==> src/include/spm_pkg.sv <==
`default_nettype none
package spm_pkg;
	// bus geometry
	localparam int unsigned ADDR_W = 8;
	localparam int unsigned DATA_W = 32;
	localparam int unsigned PIN_W  = 16;	// port B in [7:0], port C in [15:8]
	localparam int unsigned CH_N   = 4;

	// register byte offsets
	localparam logic [7:0] OFS_PORTB_DATA = 8'h00;
	localparam logic [7:0] OFS_PORTC_DATA = 8'h04;
	localparam logic [7:0] OFS_PORTB_DIR  = 8'h08;
	localparam logic [7:0] OFS_PORTC_DIR  = 8'h0C;
	localparam logic [7:0] OFS_FUNC       = 8'h10;
	localparam logic [7:0] OFS_PIN_LEVEL  = 8'h14;
	localparam logic [7:0] OFS_STATUS     = 8'h18;

	// reset values
	localparam logic [7:0]  RST_PORT_DATA = 8'h00;
	localparam logic [7:0]  RST_PORT_DIR  = 8'h00;
	localparam logic [14:0] RST_FUNC      = 15'h0000;

	// pin positions within the combined pin vector, per serial channel
	localparam int TX_POS  [CH_N] = '{0, 3, 6, 9};
	localparam int RX_POS  [CH_N] = '{1, 4, 7, 10};
	localparam int CLK_POS [CH_N] = '{2, 5, 8, 11};
	localparam int CTS_POS = 12;
	localparam int TRG_POS = 13;
	localparam int OUT_ONLY_POS = 2;	// clock pin of channel 0
	localparam int STAT_STABLE_POS = 0;

	// oscillation stabilisation wait, in aclk cycles
	localparam logic [12:0] STAB_WAIT_CYCLES = 13'h1000;

	// bus responses
	localparam logic [1:0] RESP_OKAY   = 2'h0;
	localparam logic [1:0] RESP_SLVERR = 2'h2;

	// pin function enables, software written
	typedef struct packed {
		logic       ext_req_en;
		logic       trg_en;
		logic       cts_en;
		logic [3:0] ext_clk_mode;
		logic [3:0] clk_out_en;
		logic [3:0] tx_en;
	} spm_func_t;

	// level and enable that go to one pin pad
	typedef struct packed {
		logic out;
		logic oe;
	} spm_drive_t;

	typedef enum logic [1:0] {
		WS_COLLECT = 2'b01,
		WS_RESP    = 2'b10
	} spm_wstate_t;

	typedef enum logic [1:0] {
		RS_ADDR = 2'b01,
		RS_DATA = 2'b10
	} spm_rstate_t;
endpackage : spm_pkg
`default_nettype wire

==> src/design/spm_chan_cell.sv <==
`default_nettype none
module spm_chan_cell
	import spm_pkg::*;
(
	input  wire logic       tx_en,
	input  wire logic       clk_out_en,
	input  wire logic       ext_clk_mode,
	input  wire spm_drive_t tx_port,
	input  wire spm_drive_t clk_port,
	input  wire logic       serial_tx,
	input  wire logic       serial_sck,
	input  wire logic       clk_pin_level,
	output spm_drive_t      tx_drive,
	output spm_drive_t      clk_drive,
	output logic            ext_clk
);
	// transmit pin: while tx_en is set the transmitter owns the pad, port latches ignored
	always_comb
	begin
		if (tx_en)
		begin
			tx_drive.out = serial_tx;
			tx_drive.oe  = 1'b1;
		end
		else
		begin
			tx_drive = tx_port;
		end
	end

	// clock pin: shift clock out only while its enable is set
	always_comb
	begin
		if (clk_out_en)
		begin
			clk_drive.out = serial_sck;
			clk_drive.oe  = 1'b1;
		end
		else
		begin
			clk_drive = clk_port;
		end
	end

	// external clock taken only with the port set to input and the mode chosen
	assign ext_clk = (!clk_port.oe && ext_clk_mode) ? clk_pin_level : 1'b0;
endmodule : spm_chan_cell
`default_nettype wire

==> src/design/spm_pin_share.sv <==
// Operation
// tx enable hands ch0-2 data pin to transmitter
// clock pin driven by shift clock when enabled
// external clock from pin in input mode
// receive pins always sampled, port stays usable
// channel 3 shares its pins the same way
// clear-to-send sampled from pin when enabled
// pulse trigger routed from pin when enabled
// request pin accepted whenever requests enabled
// request pin also starts the converter
// ch0 clock pin is output-only port bit; code only reads back its latch, and its direction still follows port_dir_reg
// reset held low at least five cycles
// stabilisation wait after reset and stop wake
// peripheral-owned pins ignore port data and direction
`default_nettype none
module spm_pin_share
	import spm_pkg::*;
(
	input  wire logic                aclk,
	input  wire logic                aresetn,
	input  wire logic                ce,
	input  wire logic [ADDR_W-1:0]   s_axi_awaddr,
	input  wire logic                s_axi_awvalid,
	output logic                     s_axi_awready,
	input  wire logic [DATA_W-1:0]   s_axi_wdata,
	input  wire logic [DATA_W/8-1:0] s_axi_wstrb,
	input  wire logic                s_axi_wvalid,
	output logic                     s_axi_wready,
	output logic [1:0]               s_axi_bresp,
	output logic                     s_axi_bvalid,
	input  wire logic                s_axi_bready,
	input  wire logic [ADDR_W-1:0]   s_axi_araddr,
	input  wire logic                s_axi_arvalid,
	output logic                     s_axi_arready,
	output logic [DATA_W-1:0]        s_axi_rdata,
	output logic [1:0]               s_axi_rresp,
	output logic                     s_axi_rvalid,
	input  wire logic                s_axi_rready,
	input  wire logic [PIN_W-1:0]    pin_in,
	output logic [PIN_W-1:0]         pin_out,
	output logic [PIN_W-1:0]         pin_oe,
	input  wire logic                req2_pin_in,
	input  wire logic [CH_N-1:0]     serial_tx,
	input  wire logic [CH_N-1:0]     serial_sck,
	input  wire logic                stop_wake,
	output logic [CH_N-1:0]          serial_rx,
	output logic [CH_N-1:0]          serial_ext_clk,
	output logic                     clear_to_send_in_ch0,
	output logic                     pulse_gen_trigger_in,
	output logic                     ext_request_in_2,
	output logic                     converter_start_trigger_in,
	output logic                     osc_stable
);
	import spm_pkg::*;

	// bus side registers
	spm_wstate_t       wstate_reg;
	spm_rstate_t       rstate_reg;
	logic              awready_reg;
	logic              wready_reg;
	logic              bvalid_reg;
	logic [1:0]        bresp_reg;
	logic              arready_reg;
	logic              rvalid_reg;
	logic [1:0]        rresp_reg;
	logic [DATA_W-1:0] rdata_reg;
	logic [ADDR_W-1:0] awaddr_reg;
	logic [DATA_W-1:0] wdata_reg;
	logic [3:0]        wstrb_reg;

	// software visible state
	logic [PIN_W-1:0]  port_data_reg;
	logic [PIN_W-1:0]  port_dir_reg;
	spm_func_t         func_reg;
	logic [PIN_W-1:0]  pin_level_reg;
	logic [12:0]       stab_cnt_reg;
	logic              osc_stable_reg;

	// pad and peripheral facing registers
	logic [PIN_W-1:0]  pin_out_reg;
	logic [PIN_W-1:0]  pin_oe_reg;
	logic [CH_N-1:0]   serial_rx_reg;
	logic [CH_N-1:0]   ext_clk_reg;
	logic              cts_reg;
	logic              trg_reg;
	logic              req2_reg;
	logic              adc_trg_reg;

	// combinational helpers
	logic              aw_have;
	logic              w_have;
	logic              wr_fire;
	logic [ADDR_W-1:0] wr_addr;
	logic [DATA_W-1:0] wr_data;
	logic [3:0]        wr_strb;
	logic              wr_mapped;
	logic [DATA_W-1:0] rd_word;
	logic              rd_mapped;
	logic [PIN_W-1:0]  pin_level_view;
	logic [15:0]       func_merged;
	spm_drive_t        drive_next [PIN_W];
	spm_drive_t        tx_drive   [CH_N];
	spm_drive_t        clk_drive  [CH_N];
	logic [CH_N-1:0]   ext_clk_next;

	// byte-lane merge, used for the function register only; port registers take lane 0 inline
	function automatic logic [15:0] merge16(
		input logic [15:0] old_val,
		input logic [31:0] new_val,
		input logic [3:0]  strb
	);
		logic [15:0] res;
		res = old_val;
		if (strb[0])
			res[7:0] = new_val[7:0];
		if (strb[1])
			res[15:8] = new_val[15:8];
		return res;
	endfunction : merge16

	// an address or data beat counts as held once ready has dropped
	assign aw_have = !awready_reg || s_axi_awvalid;
	assign w_have  = !wready_reg || s_axi_wvalid;
	assign wr_fire = (wstate_reg == WS_COLLECT) && aw_have && w_have;
	assign wr_addr = awready_reg ? s_axi_awaddr : awaddr_reg;
	assign wr_data = wready_reg ? s_axi_wdata : wdata_reg;
	assign wr_strb = wready_reg ? s_axi_wstrb : wstrb_reg;

	// function word after the lane merge; bit 15 has no storage behind it
	assign func_merged = merge16({1'b0, func_reg}, wr_data, wr_strb);

	// write address decode; the pin level and status words are read only
	always_comb
	begin
		unique case ({wr_addr[7:2], 2'h0})
			OFS_PORTB_DATA, OFS_PORTC_DATA, OFS_PORTB_DIR,
			OFS_PORTC_DIR, OFS_FUNC: wr_mapped = 1'b1;
			default: wr_mapped = 1'b0;
		endcase
	end

	// hold address and data that arrive before their partner
	always_ff @(posedge aclk)
	begin
		if (!aresetn)
		begin
			awaddr_reg <= 8'h00;
			wdata_reg  <= 32'h00000000;
			wstrb_reg  <= 4'h0;
		end
		else if (ce)
		begin
			if (s_axi_awvalid && awready_reg)
				awaddr_reg <= s_axi_awaddr;
			if (s_axi_wvalid && wready_reg)
			begin
				wdata_reg <= s_axi_wdata;
				wstrb_reg <= s_axi_wstrb;
			end
		end
	end

	// write channel sequencing: collect both beats, then respond
	always_ff @(posedge aclk)
	begin
		if (!aresetn)
		begin
			wstate_reg  <= WS_COLLECT;
			awready_reg <= 1'b1;
			wready_reg  <= 1'b1;
			bvalid_reg  <= 1'b0;
			bresp_reg   <= RESP_OKAY;
		end
		else if (ce)
		begin
			unique case (wstate_reg)
				WS_COLLECT:
				begin
					if (s_axi_awvalid && awready_reg)
						awready_reg <= 1'b0;
					if (s_axi_wvalid && wready_reg)
						wready_reg <= 1'b0;
					if (wr_fire)
					begin
						awready_reg <= 1'b0;
						wready_reg  <= 1'b0;
						bvalid_reg  <= 1'b1;
						bresp_reg   <= wr_mapped ? RESP_OKAY : RESP_SLVERR;
						wstate_reg  <= WS_RESP;
					end
				end
				WS_RESP:
				begin
					if (s_axi_bready)
					begin
						bvalid_reg  <= 1'b0;
						awready_reg <= 1'b1;
						wready_reg  <= 1'b1;
						wstate_reg  <= WS_COLLECT;
					end
				end
			endcase
		end
	end

	// software writes to port latches, directions and pin functions
	always_ff @(posedge aclk)
	begin
		if (!aresetn)
		begin
			port_data_reg <= {RST_PORT_DATA, RST_PORT_DATA};
			port_dir_reg  <= {RST_PORT_DIR, RST_PORT_DIR};
			func_reg      <= RST_FUNC;
		end
		else if (ce && wr_fire)
		begin
			unique case ({wr_addr[7:2], 2'h0})
				OFS_PORTB_DATA:
					port_data_reg[7:0] <= wr_strb[0] ? wr_data[7:0] : port_data_reg[7:0];
				OFS_PORTC_DATA:
					port_data_reg[15:8] <= wr_strb[0] ? wr_data[7:0] : port_data_reg[15:8];
				OFS_PORTB_DIR:
					port_dir_reg[7:0] <= wr_strb[0] ? wr_data[7:0] : port_dir_reg[7:0];
				OFS_PORTC_DIR:
					port_dir_reg[15:8] <= wr_strb[0] ? wr_data[7:0] : port_dir_reg[15:8];
				OFS_FUNC:
					func_reg <= spm_func_t'(func_merged[14:0]);
				default:
					port_data_reg <= port_data_reg;
			endcase
		end
	end

	// the ch0 clock pin reads back its latch while it is a port bit
	always_comb
	begin
		pin_level_view = pin_level_reg;
		if (!func_reg.clk_out_en[0])
			pin_level_view[OUT_ONLY_POS] = port_data_reg[OUT_ONLY_POS];
	end

	// read data mux; unmapped words answer zero with an error
	always_comb
	begin
		rd_word   = 32'h00000000;
		rd_mapped = 1'b1;
		unique case ({s_axi_araddr[7:2], 2'h0})
			OFS_PORTB_DATA: rd_word[7:0]  = port_data_reg[7:0];
			OFS_PORTC_DATA: rd_word[7:0]  = port_data_reg[15:8];
			OFS_PORTB_DIR:  rd_word[7:0]  = port_dir_reg[7:0];
			OFS_PORTC_DIR:  rd_word[7:0]  = port_dir_reg[15:8];
			OFS_FUNC:       rd_word[14:0] = func_reg;
			OFS_PIN_LEVEL:  rd_word[15:0] = pin_level_view;
			OFS_STATUS:     rd_word[STAT_STABLE_POS] = osc_stable_reg;
			default:        rd_mapped = 1'b0;
		endcase
	end

	// read channel: one word per address beat
	always_ff @(posedge aclk)
	begin
		if (!aresetn)
		begin
			rstate_reg  <= RS_ADDR;
			arready_reg <= 1'b1;
			rvalid_reg  <= 1'b0;
			rresp_reg   <= RESP_OKAY;
			rdata_reg   <= 32'h00000000;
		end
		else if (ce)
		begin
			unique case (rstate_reg)
				RS_ADDR:
				begin
					if (s_axi_arvalid)
					begin
						rdata_reg   <= rd_word;
						rresp_reg   <= rd_mapped ? RESP_OKAY : RESP_SLVERR;
						rvalid_reg  <= 1'b1;
						arready_reg <= 1'b0;
						rstate_reg  <= RS_DATA;
					end
				end
				RS_DATA:
				begin
					if (s_axi_rready)
					begin
						rvalid_reg  <= 1'b0;
						arready_reg <= 1'b1;
						rstate_reg  <= RS_ADDR;
					end
				end
			endcase
		end
	end

	// per-channel sharing of transmit and clock pins
	genvar ch;
	generate
		for (ch = 0; ch < CH_N; ch++)
		begin : g_chan
			spm_chan_cell u_cell (
				.tx_en         (func_reg.tx_en[ch]),
				.clk_out_en    (func_reg.clk_out_en[ch]),
				.ext_clk_mode  (func_reg.ext_clk_mode[ch]),
				.tx_port       ({port_data_reg[TX_POS[ch]], port_dir_reg[TX_POS[ch]]}),
				.clk_port      ({port_data_reg[CLK_POS[ch]], port_dir_reg[CLK_POS[ch]]}),
				.serial_tx     (serial_tx[ch]),
				.serial_sck    (serial_sck[ch]),
				.clk_pin_level (pin_in[CLK_POS[ch]]),
				.tx_drive      (tx_drive[ch]),
				.clk_drive     (clk_drive[ch]),
				.ext_clk       (ext_clk_next[ch])
			);
		end
	endgenerate

	// pad drive: plain port bits by default, peripheral outputs override
	always_comb
	begin
		for (int i = 0; i < PIN_W; i++)
		begin
			drive_next[i].out = port_data_reg[i];
			drive_next[i].oe  = port_dir_reg[i];
		end
		for (int c = 0; c < CH_N; c++)
		begin
			drive_next[TX_POS[c]]  = tx_drive[c];
			drive_next[CLK_POS[c]] = clk_drive[c];
		end
	end

	// register the pads so no combinational path reaches a pin
	always_ff @(posedge aclk)
	begin
		if (!aresetn)
		begin
			pin_out_reg <= 16'h0000;
			pin_oe_reg  <= 16'h0000;
		end
		else if (ce)
		begin
			for (int i = 0; i < PIN_W; i++)
			begin
				pin_out_reg[i] <= drive_next[i].out;
				pin_oe_reg[i]  <= drive_next[i].oe;
			end
		end
	end

	// sample pin levels for software and for the receivers
	always_ff @(posedge aclk)
	begin
		if (!aresetn)
		begin
			pin_level_reg <= 16'h0000;
			serial_rx_reg <= 4'hF;
			ext_clk_reg   <= 4'h0;
		end
		else if (ce)
		begin
			pin_level_reg <= pin_in;
			for (int c = 0; c < CH_N; c++)
				serial_rx_reg[c] <= pin_in[RX_POS[c]];
			ext_clk_reg <= ext_clk_next;
		end
	end

	// optional input functions plus the always-on converter trigger; disabled inputs rest low
	always_ff @(posedge aclk)
	begin
		if (!aresetn)
		begin
			cts_reg     <= 1'b0;
			trg_reg     <= 1'b0;
			req2_reg    <= 1'b0;
			adc_trg_reg <= 1'b0;
		end
		else if (ce)
		begin
			cts_reg     <= func_reg.cts_en ? pin_in[CTS_POS] : 1'b0;
			trg_reg     <= func_reg.trg_en ? pin_in[TRG_POS] : 1'b0;
			req2_reg    <= func_reg.ext_req_en ? req2_pin_in : 1'b0;
			adc_trg_reg <= req2_pin_in;
		end
	end

	// stabilisation wait restarts at reset and at every stop wake-up;
	// reset is synchronous so the driver must hold it several edges
	always_ff @(posedge aclk)
	begin
		if (!aresetn)
		begin
			stab_cnt_reg   <= STAB_WAIT_CYCLES;
			osc_stable_reg <= 1'b0;
		end
		else if (ce)
		begin
			if (stop_wake)
			begin
				stab_cnt_reg   <= STAB_WAIT_CYCLES;
				osc_stable_reg <= 1'b0;
			end
			else if (stab_cnt_reg != 13'h0000)
			begin
				stab_cnt_reg   <= stab_cnt_reg - 13'h0001;
				osc_stable_reg <= (stab_cnt_reg == 13'h0001);
			end
		end
	end

	// outputs straight from flip-flops
	assign s_axi_awready              = awready_reg;
	assign s_axi_wready               = wready_reg;
	assign s_axi_bvalid               = bvalid_reg;
	assign s_axi_bresp                = bresp_reg;
	assign s_axi_arready              = arready_reg;
	assign s_axi_rvalid               = rvalid_reg;
	assign s_axi_rresp                = rresp_reg;
	assign s_axi_rdata                = rdata_reg;
	assign pin_out                    = pin_out_reg;
	assign pin_oe                     = pin_oe_reg;
	assign serial_rx                  = serial_rx_reg;
	assign serial_ext_clk             = ext_clk_reg;
	assign clear_to_send_in_ch0       = cts_reg;
	assign pulse_gen_trigger_in       = trg_reg;
	assign ext_request_in_2           = req2_reg;
	assign converter_start_trigger_in = adc_trg_reg;
	assign osc_stable                 = osc_stable_reg;
endmodule : spm_pin_share
`default_nettype wire

==> config.mk <==
export PLATFORM = sky130hd
export DESIGN_NAME = spm_pin_share
export DESIGN_NICKNAME = d
export VERILOG_FILES = /design/src/include/spm_pkg.sv /design/src/design/spm_chan_cell.sv /design/src/design/spm_pin_share.sv
export SDC_FILE = /design/constraint.sdc
export NUM_CORES = 1
export LEC_CHECK = 0
export ABC_CLOCK_PERIOD_IN_PS = 2090
export BUFFER_PORTS_ARGS = -buffer_cell sky130_fd_sc_hd__buf_2
export CORE_MARGIN = 10
export CORE_UTILIZATION = 35
export CTS_CLUSTER_SIZE = 25
export DETAILED_ROUTE_END_ITERATION = 10
export GPL_ROUTABILITY_DRIVEN = 0
export PLACE_DENSITY = 0.65
export SETUP_SLACK_MARGIN = 0.02
export SKIP_CTS_REPAIR_TIMING = 1
export SYNTH_ARGS = -nofsm -noshare
export SYNTH_HDL_FRONTEND = slang
export SYNTH_SLANG_ARGS = --single-unit
==> constraint.sdc <==
create_clock -name aclk -period 2.09 [get_ports aclk]
set_input_delay 0.418 -clock aclk [delete_from_list [all_inputs] [get_ports aclk]]
set_output_delay 0.418 -clock aclk [all_outputs]
set_load 0.005 [all_outputs]
== After elaboration in Yosys (flattened, before gate mapping) ==
Index checks and enable logic that the tools add are counted.
Word-level totals
  bits of input ports: 86
  bits in registers: 175
  output and inout port bits: 86
  word-level logic and storage cells: 147
Operators by class
  equal/unequal tests: 21
  $add $sub $neg: 1
  reduce and logical (&&, ||, !) cells: 38
  mux-type cells: 53
Operators by type and width (number)
  7-bit case mux with 6 select lines: 1
  3-bit AND reduction: 12
  2-bit two-way mux: 15
  13-bit two-way mux: 2
  6-bit by 2-bit == test with 1-bit output (second input constant): 4
  6-bit by 3-bit == test with 1-bit output (second input constant): 4
  1-bit two-way mux: 24
  15-bit two-way mux: 1
  7-bit case mux with 2 select lines: 1
  13-bit by 1-bit == test with 1-bit output (second input constant): 1
  13-bit nonzero test: 1
  13-bit by 1-bit subtractor with 13-bit output (second input constant): 1
  6-bit by 1-bit == test with 1-bit output (second input constant): 2
  6-bit zero test: 2
  1-bit case mux with 2 select lines: 5
  1-bit logical AND: 9
  8-bit two-way mux: 1
  2-bit inequality test (second input constant): 4
  2-bit case mux with 2 select lines: 2
  1-bit case mux with 7 select lines: 1
  7-bit OR reduction: 1
  1-bit zero test: 6
  3-bit by 2-bit inequality test with 1-bit output (second input constant): 2
  2-bit AND reduction: 3
  other kinds (5): 8

== Logic depth before layout (Yosys ltp) ==
Gate-level depths: netlist (run 1).
  depth after elaboration: 6
  depth in mapped cells: 7
  gate-level depth less buffers: 6

== By module ==
A second synthesis (run 1) with hierarchy kept.
Second synthesis, totals
  cell total of the unflattened synthesis: 783
  area, all modules: 7557.2 µm²
By module, submodules not included
  spm_pin_share: times used 1, area each 7352.1 µm², cells an instance 763
  spm_chan_cell: times used 4, area each 51.3 µm², cells an instance 5

== Worst setup path before layout (run 1) ==
No wires, ideal clock.
  path type: reg-to-reg
  start point: reg awready_reg (netlist: s_axi_awready)
  end point: reg port_dir_reg[10]
  cell stages (with the launch flop): 7
  clock period less this slack: 1923 ps
  arrival time: 1799 ps
  setup time: 124 ps
  slack: 167 ps
  cell sequence: dfxtp_1 clkbuf_8 mux2i_1 nand2b_1 or4_1 buf_2 mux2i_1
On the way
  word-level cells in the longest chain between the ends: 6
  elaborated cells on any way between the ends: 8
Ends and longest elaborated chain
  from (decl): line spm_pin_share.sv:59  | logic awready_reg;
  from (signal assigned): line spm_pin_share.sv:169  | awready_reg <= 1'b1;
  from (signal assigned): line spm_pin_share.sv:180  | awready_reg <= 1'b0;
  from (signal assigned): line spm_pin_share.sv:185  | awready_reg <= 1'b0;
  parallel branches: the longest is 5 deep, another holds 8-bit two-way mux
  3-bit AND reduction (no line) (*)
  to (signal assigned): line spm_pin_share.sv:212  | port_dir_reg <= {RST_PORT_DIR, RST_PORT_DIR};
  to (signal assigned): line spm_pin_share.sv:225  | port_dir_reg[15:8] <= wr_strb[0] ? wr_data[7:0] : port_dir_reg[15:8];
  to (decl): line spm_pin_share.sv:73  | logic [PIN_W-1:0] port_dir_reg;
Every way passes the cells marked *.
A chain may end at the register's enable or synchronous reset.

== Worst setup path after layout (run 1) ==
  start point: reg stab_cnt_reg[3]
  end point: reg stab_cnt_reg[12]
On the way
  word-level cells in the longest chain between the ends: 3
  elaborated cells on any way between the ends: 6
Ends and longest elaborated chain
  from (decl): line spm_pin_share.sv:76  | logic [12:0] stab_cnt_reg;
  from (signal assigned): line spm_pin_share.sv:406  | stab_cnt_reg <= stab_cnt_reg - 13'h0001;
  13-bit by 1-bit subtractor with 13-bit output or 13-bit nonzero test (tied branches): line spm_pin_share.sv:406, spm_pin_share.sv:404
  13-bit two-way mux or 2-bit nonzero test (tied branches)
  13-bit two-way mux or 2-bit AND reduction (tied branches)
Several ways; a longest one is shown, not always the timed one. The select of a mux whose other input is x is not followed.

==> results.md, run 1 <==
* Status: completed
* CP max FO at 6
* # port buffers at 130
* Fmax at 518 MHz
* Syn Area/Cell at roughly 9.3 sq um
* Ys Warns at 0
* Final setup violation count at 0
* Final Max Tran Viols at 0
* Crit-path leading delay family: simple AND/OR/NAND/NOR gates
* Worst flop-to-flop path startpoint: stab_cnt_reg[3]
* CP Launch Type: flop
* Leak at 3.73 nW
* Initial antenna violation count at 2
* Routed Antenna Nets at 0
* Most common cell after layout, fill and taps aside: dfxtp_1
* Die Span Y at approximately 170 um
* Die ar. at around 27,000 sq um
* CTS tree: yes
* Min Hold Slack at ~0.24 ns
* Gr ovfl total at 0
* DRT iter0 DRCs at ~500
* Fin area at between 9000 and 10,000 sq um
* Worst-path cell chain: or4_1 -> a2111oi_2 -> and4_1 -> nor2_1
* Worst skew pair latency at around 0.42 ns
* Netlist cell types at 69
* Fin crit share at 0.925
* Drt drc at 0
* Fin crit period at around 1.9 ns
* Area Growth Syn to Fin at 23.2%
* Nets at between 1,000 and 1,500
* Hold_sp: pin_in[15]
* Placed Area at around 8500 sq um
* HP Class: input pin to flop
* Largest stage delay, worst path at ~0.66 ns
* Max_cap viols at 0
* Async S/R FF share, synth at 0
* Largest net degree at the start of global routing at 63
* Setup TNS at 0 ns
* Die Wd at approximately 170 um
* Yosys reg bits at approximately 170
* DR vias at between 6,000 and 7,000
* Fill cell count at 2,085
* Clock Path Buffers at 2
* WP data required at 2.41 ns
* WS Path Type: flop to flop
* Critical path's slowest cell: or4_1
* TritonRoute pass-1 iters at 6
* Detail Placement HPWL at between 15,000 and 20,000 um
* Final Util at 0.436
* TritonCTS sink count at about 170
* Register area share after synthesis at 0.453
* I/O pin cnt at approximately 170
* Share of the synthesized area in the top cell type at 0.453
* Post-Syn Area at between 7000 and 8000 sq um
* Number of inserted diodes at 0
* Crit. End Element: flop
* Most frequent cells in the layout: 168 x dfxtp_1, 129 x buf_2, 118 x nand2_1, 83 x mux2i_1, 74 x a21oi_1
* Vias in the first global route at about 6,200
* Post-Syn Instances at 797
* CTS H-tree lvls at 4
* PnR worst setup slack at 0.158 ns
* Total CTS buffers at 17
* Cell taking the most area after synthesis: dfxtp_1
* WP buf/inv at 0
* Dominant synthesized flop cell: dfxtp_1
* Area contributors post-synth: dfxtp_1 45%, mux2i_1 11%, nand2_1 6.0%
* VDD IR max at about 340 uV
* Initial Util at 0.354
* Critical Path Start: stab_cnt_reg[3]
* Root Driver: clkbuf_16
* Row count at between 50 and 60
* Vias/cell at 5.13
* Ratio of cells with drive above 1 in the final layout at 0.253
* Final WL at around 22,000 um
* WP data arrival at roughly 2.3 ns
* Fin Clk Skew at about 0.0061 ns
* Reg clk slew, reported paths at roughly 0.060 ns
* Unrepaired setup endpoints after global routing: false
* Tot GR Track Use at 0.155
* First-pass GRT wire length at around 35,000 um
* Power Dens Cells at 835 nW/um^2
* Dpl ws at 0.105 ns
* Final Hold Violating Endpoints at 0
* Average wire per standard cell at between 15 and 20 um
* Core area at between 20,000 and 25,000 sq um
* Post-synth EDFFs at 0
layout make-up:
cell class                 instances  area (sq um)  area share
tap                              275           344      0.0376
multi-input combinational        561          3670       0.402
inverter                          16          60.1     0.00657
sequential                       168          3360       0.368
timing repair buffer             169          1080       0.118
clock buffer                      21           450      0.0492
clock inverter                    11           170      0.0186
worst register-to-register path: stages, from the launching register on:
cell       delay, ns
dfxtp_1         0.35
or4_1           0.66
a2111oi_2       0.50
and4_1          0.27
nor2_1          0.04
worst paths after layout:
check,slack [ns],cells past startpoint,endpoint
worst max register to register,0.16,4,stab_cnt_reg[12]
worst min register to register,0.45,2,wdata_reg[5]
worst max-delay path,0.16,4,stab_cnt_reg[12]
worst min-delay path,0.24,3,pin_level_reg[15]
stage by stage:
| stage | power, mW | std cells |
|---|---|---|
| 2_1_floorplan | 4.06 | 814 |
| 3_3_place_gp | 4.37 | 1189 |
| 3_5_place_dp | 4.38 | 1189 |
| 4_1_cts | 7.69 | 1221 |
| 5_1_grt | 7.94 | 1221 |
| 6_report | 7.64 | 1221 |
kinds of logic (layout without fill, tap and decap cells):
family	count (synthesis)	in the layout	share of synthesized area
adder cells (fa/ha/maj)	3	3	0.00506
multiplexers	100	100	0.150
buffers and inverters	85	217	0.0623
AND/OR/NAND/NOR	262	262	0.177
other	1	18	0.000505
AO/OA/AOI/OAI	177	177	0.151
XOR/XNOR	1	1	0.00118
flip-flops	168	168	0.453
synth_stat cells (all sizes together) (5+ instances only):
cell type    n
mux2         9
nor4         7
o21ai       31
nor3         5
nand2      118
clkbuf      36
inv         16
nand4b       6
a31oi       12
dfxtp      168
nor2        65
nor3b        8
a22oi       12
nand3       18
mux4         8
mux2i       83
a21o         5
a211oi      10
buf         31
nand2b       6
a21oi       74
o41ai        8
where the power goes:
group | leakage, nW | internal (mW) | switching (mW)
clock | 0.305 | 2.04 | 1.28
combinational | 2.05 | 0.379 | 0.527
sequential | 1.37 | 3.32 | 0.0927
routing by layer:
layer | up-vias | routed length (um) | track usage
met3 | 30 | 1380 | 0.0461
met4 | 4 | 425 | 0.0539
met5 | - | 21 | 0
met2 | 160 | 10300 | 0.249
li1 | 3086 | - | -
met1 | 2988 | 9800 | 0.194
Note: power is estimated with default switching activity, not from simulation.
==> run 2: changes to the inputs <==
--- a/config.mk
+++ b/config.mk
@@ -13,6 +13,7 @@
 export DETAILED_ROUTE_END_ITERATION = 10
 export GPL_ROUTABILITY_DRIVEN = 0
 export PLACE_DENSITY = 0.65
+export REMOVE_ABC_BUFFERS = 1
 export SETUP_SLACK_MARGIN = 0.02
 export SKIP_CTS_REPAIR_TIMING = 1
 export SYNTH_ARGS = -nofsm -noshare
==> results.md, run 2 (synthesized netlist as in run 1, its figures left out) <==
* CP max FO at 5 (-1)
* Reg clk slew, reported paths at 0.07 ns (about the same)
* Final setup violation count at 0 (unchanged)
* HP Class: input pin to flop
* GR Layer Usage met3 at 0.0518 (+0.00568)
* Fin crit share at 0.904 (-0.0204)
* WP data required at 2.45 ns (+0.04 ns)
* Clock Path Buffers at 2 (unchanged)
* Die Wd at 166 um (unchanged)
* Fin crit period at 1.89 ns (-0.0427 ns)
* Ratio of cells with drive above 1 in the final layout at 0.261 (+0.00864)
* Worst skew pair latency at 0.43 ns (about the same)
* CP Launch Type: flop
* Leak at 3.72 nW (about the same)
* # port buffers at 130 (unchanged)
* Sequential power share at 0.462 (+0.015)
* Initial Util at 0.354 (unchanged)
* I/O pin cnt at 172 (unchanged)
* Row count at 53 (unchanged)
* Gr ovfl total at 0 (unchanged)
* P_sw at 1.96 mW (+3.4%)
* Fin Clk Skew at 0.00865 ns (+0.00259 ns)
* WP buf/inv at 1 (+1)
* Vias in the first global route at 6,087 (-2.1%)
* Met2 usage at 0.240 (-0.00836)
* Max_cap viols at 0 (unchanged)
* WS Path Type: flop to flop
* Met1 usage at 0.201 (+0.00685)
* VDD IR max at 420 uV (+25%)
* Core area at 21,000 sq um (unchanged)
* Largest net degree at the start of global routing at 64 (+1.6%)
* Fill cell count at 2,050 (-1.7%)
* WP data arrival at 2.25 ns (about the same)
* DRT iter0 DRCs at 504 (+1.6%)
* Clock power share at 0.415 (-0.019)
* TritonCTS sink count at 168 (unchanged)
* Largest stage delay, worst path at 0.50 ns (-0.16 ns)
* Comb power frac at 0.123 (+0.004)
* Crit. End Element: flop
* Nets at 1,029 (+0.68%)
* Most frequent cells in the layout: 167 x dfxtp_1, 129 x buf_2, 118 x nand2_1, 83 x mux2i_1, 74 x a21oi_1
* Worst-path cell chain: inv_1 -> ha_1 -> nor3b_2 -> a41oi_1 -> nand4_1 -> a21oi_1
* First-pass GRT wire length at 34,700 um (about the same)
* Initial antenna violation count at 2 (unchanged)
* Routed Antenna Nets at 0 (unchanged)
* DR vias at 6,294 (+0.41%)
* Final WL at 21,700 um (-1.1%)
* CTS H-tree lvls at 4 (unchanged)
* Power Dens Cells at 811 nW/um^2 (-2.9%)
* Drt drc at 0 (unchanged)
* Tot GR Track Use at 0.155 (-0.000434)
* Area Growth Syn to Fin at 22.7%
* Gr busiest metal: met2
* Worst Tran Pin Value at 0.559 ns
* Critical path's slowest cell: a41oi_1
* Status: completed
* Die Span Y at 166 um (unchanged)
* Crit-path leading delay family: compound AO/OA/AOI/OAI gates
* Worst slew margin at 0.623
* Die ar. at 27,400 sq um (unchanged)
* Vias/cell at 5.12 (-0.24%)
* Pint at 5.42 mW (-5.5%)
* Fin cells at 1,229 (+0.66%)
* Final Hold Violating Endpoints at 0 (unchanged)
* Detail Placement HPWL at 15,900 um (-3.0%)
* Sw Ratio at 0.266 (+0.0173)
* Min Hold Slack at 0.233 ns (-0.00245 ns)
* Placed insts at 1,196 (+0.59%)
* Final Max Tran Viols at 0 (unchanged)
* TritonRoute pass-1 iters at 6 (unchanged)
* Fmax at 529 MHz (+2.3%)
* CTS tree: yes
* Total CTS buffers at 17 (unchanged)
* Root Driver: clkbuf_16
* Unrepaired setup endpoints after global routing: false
* Most common cell after layout, fill and taps aside: dfxtp_1
* Average wire per standard cell at 17.7 um (-1.8%)
[run 2: worst paths after layout]
check | from | end | slack [ns] | depth (start not counted)
worst max-delay path | stab_cnt_reg[1] | osc_stable | 0.20 | 6
worst min-delay path | s_axi_wdata[6] | wdata_reg[6] | 0.23 | 3
worst max register to register | stab_cnt_reg[1] | osc_stable | 0.20 | 6
worst min register to register | serial_ext_clk[0] | serial_ext_clk[0] | 0.45 | 2
[run 2: metal layers]
| metal | vias to the layer above | wire (um) |
|---|---|---|
| met3 | 27 | 1680 |
| met5 | - | 13 |
| met1 | 2987 | 9780 |
| li1 | 3089 | - |
| met4 | 2 | 284 |
| met2 | 189 | 9950 |
[run 2: cell type report]
type,count,area (sq um),share of cell area
multi-input combinational,561,3670,0.403
sequential,168,3360,0.369
timing repair buffer,176,1100,0.121
clock buffer,19,453,0.0497
tap,275,344,0.0378
clock inverter,13,118,0.0129
inverter,16,60.1,0.00659
antenna,1,2.50,0.000275
[run 2: metrics by stage]
stage                     power [mW]   util  instance area, sq um  TNS (ns)  worst slack [ns]
after floorplan                 3.94      -                  7090    -0.987            -0.123
after global placement          4.37  0.407                  8530         0            0.0880
after detailed placement        4.38  0.407                  8530         0            0.0564
after CTS                       7.44  0.434                  9100         0             0.125
after global routing            7.69  0.435                  9110         0            0.0444
final                           7.38  0.435                  9110         0             0.200
[run 2: worst reg2reg max path: cells and delay by family (launching register included)]
| kind | cells | cell delay, ns |
|---|---|---|
| compound gates | 2 | 0.68 |
| fa+ha+maj | 1 | 0.23 |
| buf+inv | 1 | 0.11 |
| flops | 1 | 0.39 |
| simple gates | 2 | 0.42 |
[run 2: power by group through the flow]
stage / clock network, mW / logic, mW / registers [mW]
floorplan: 0 / 0.466 / 3.48
global placement: 0 / 0.894 / 3.47
detailed placement: 0 / 0.907 / 3.48
CTS: 3.13 / 0.911 / 3.41
global route: 3.26 / 1.01 / 3.42
finish: 3.07 / 0.908 / 3.41
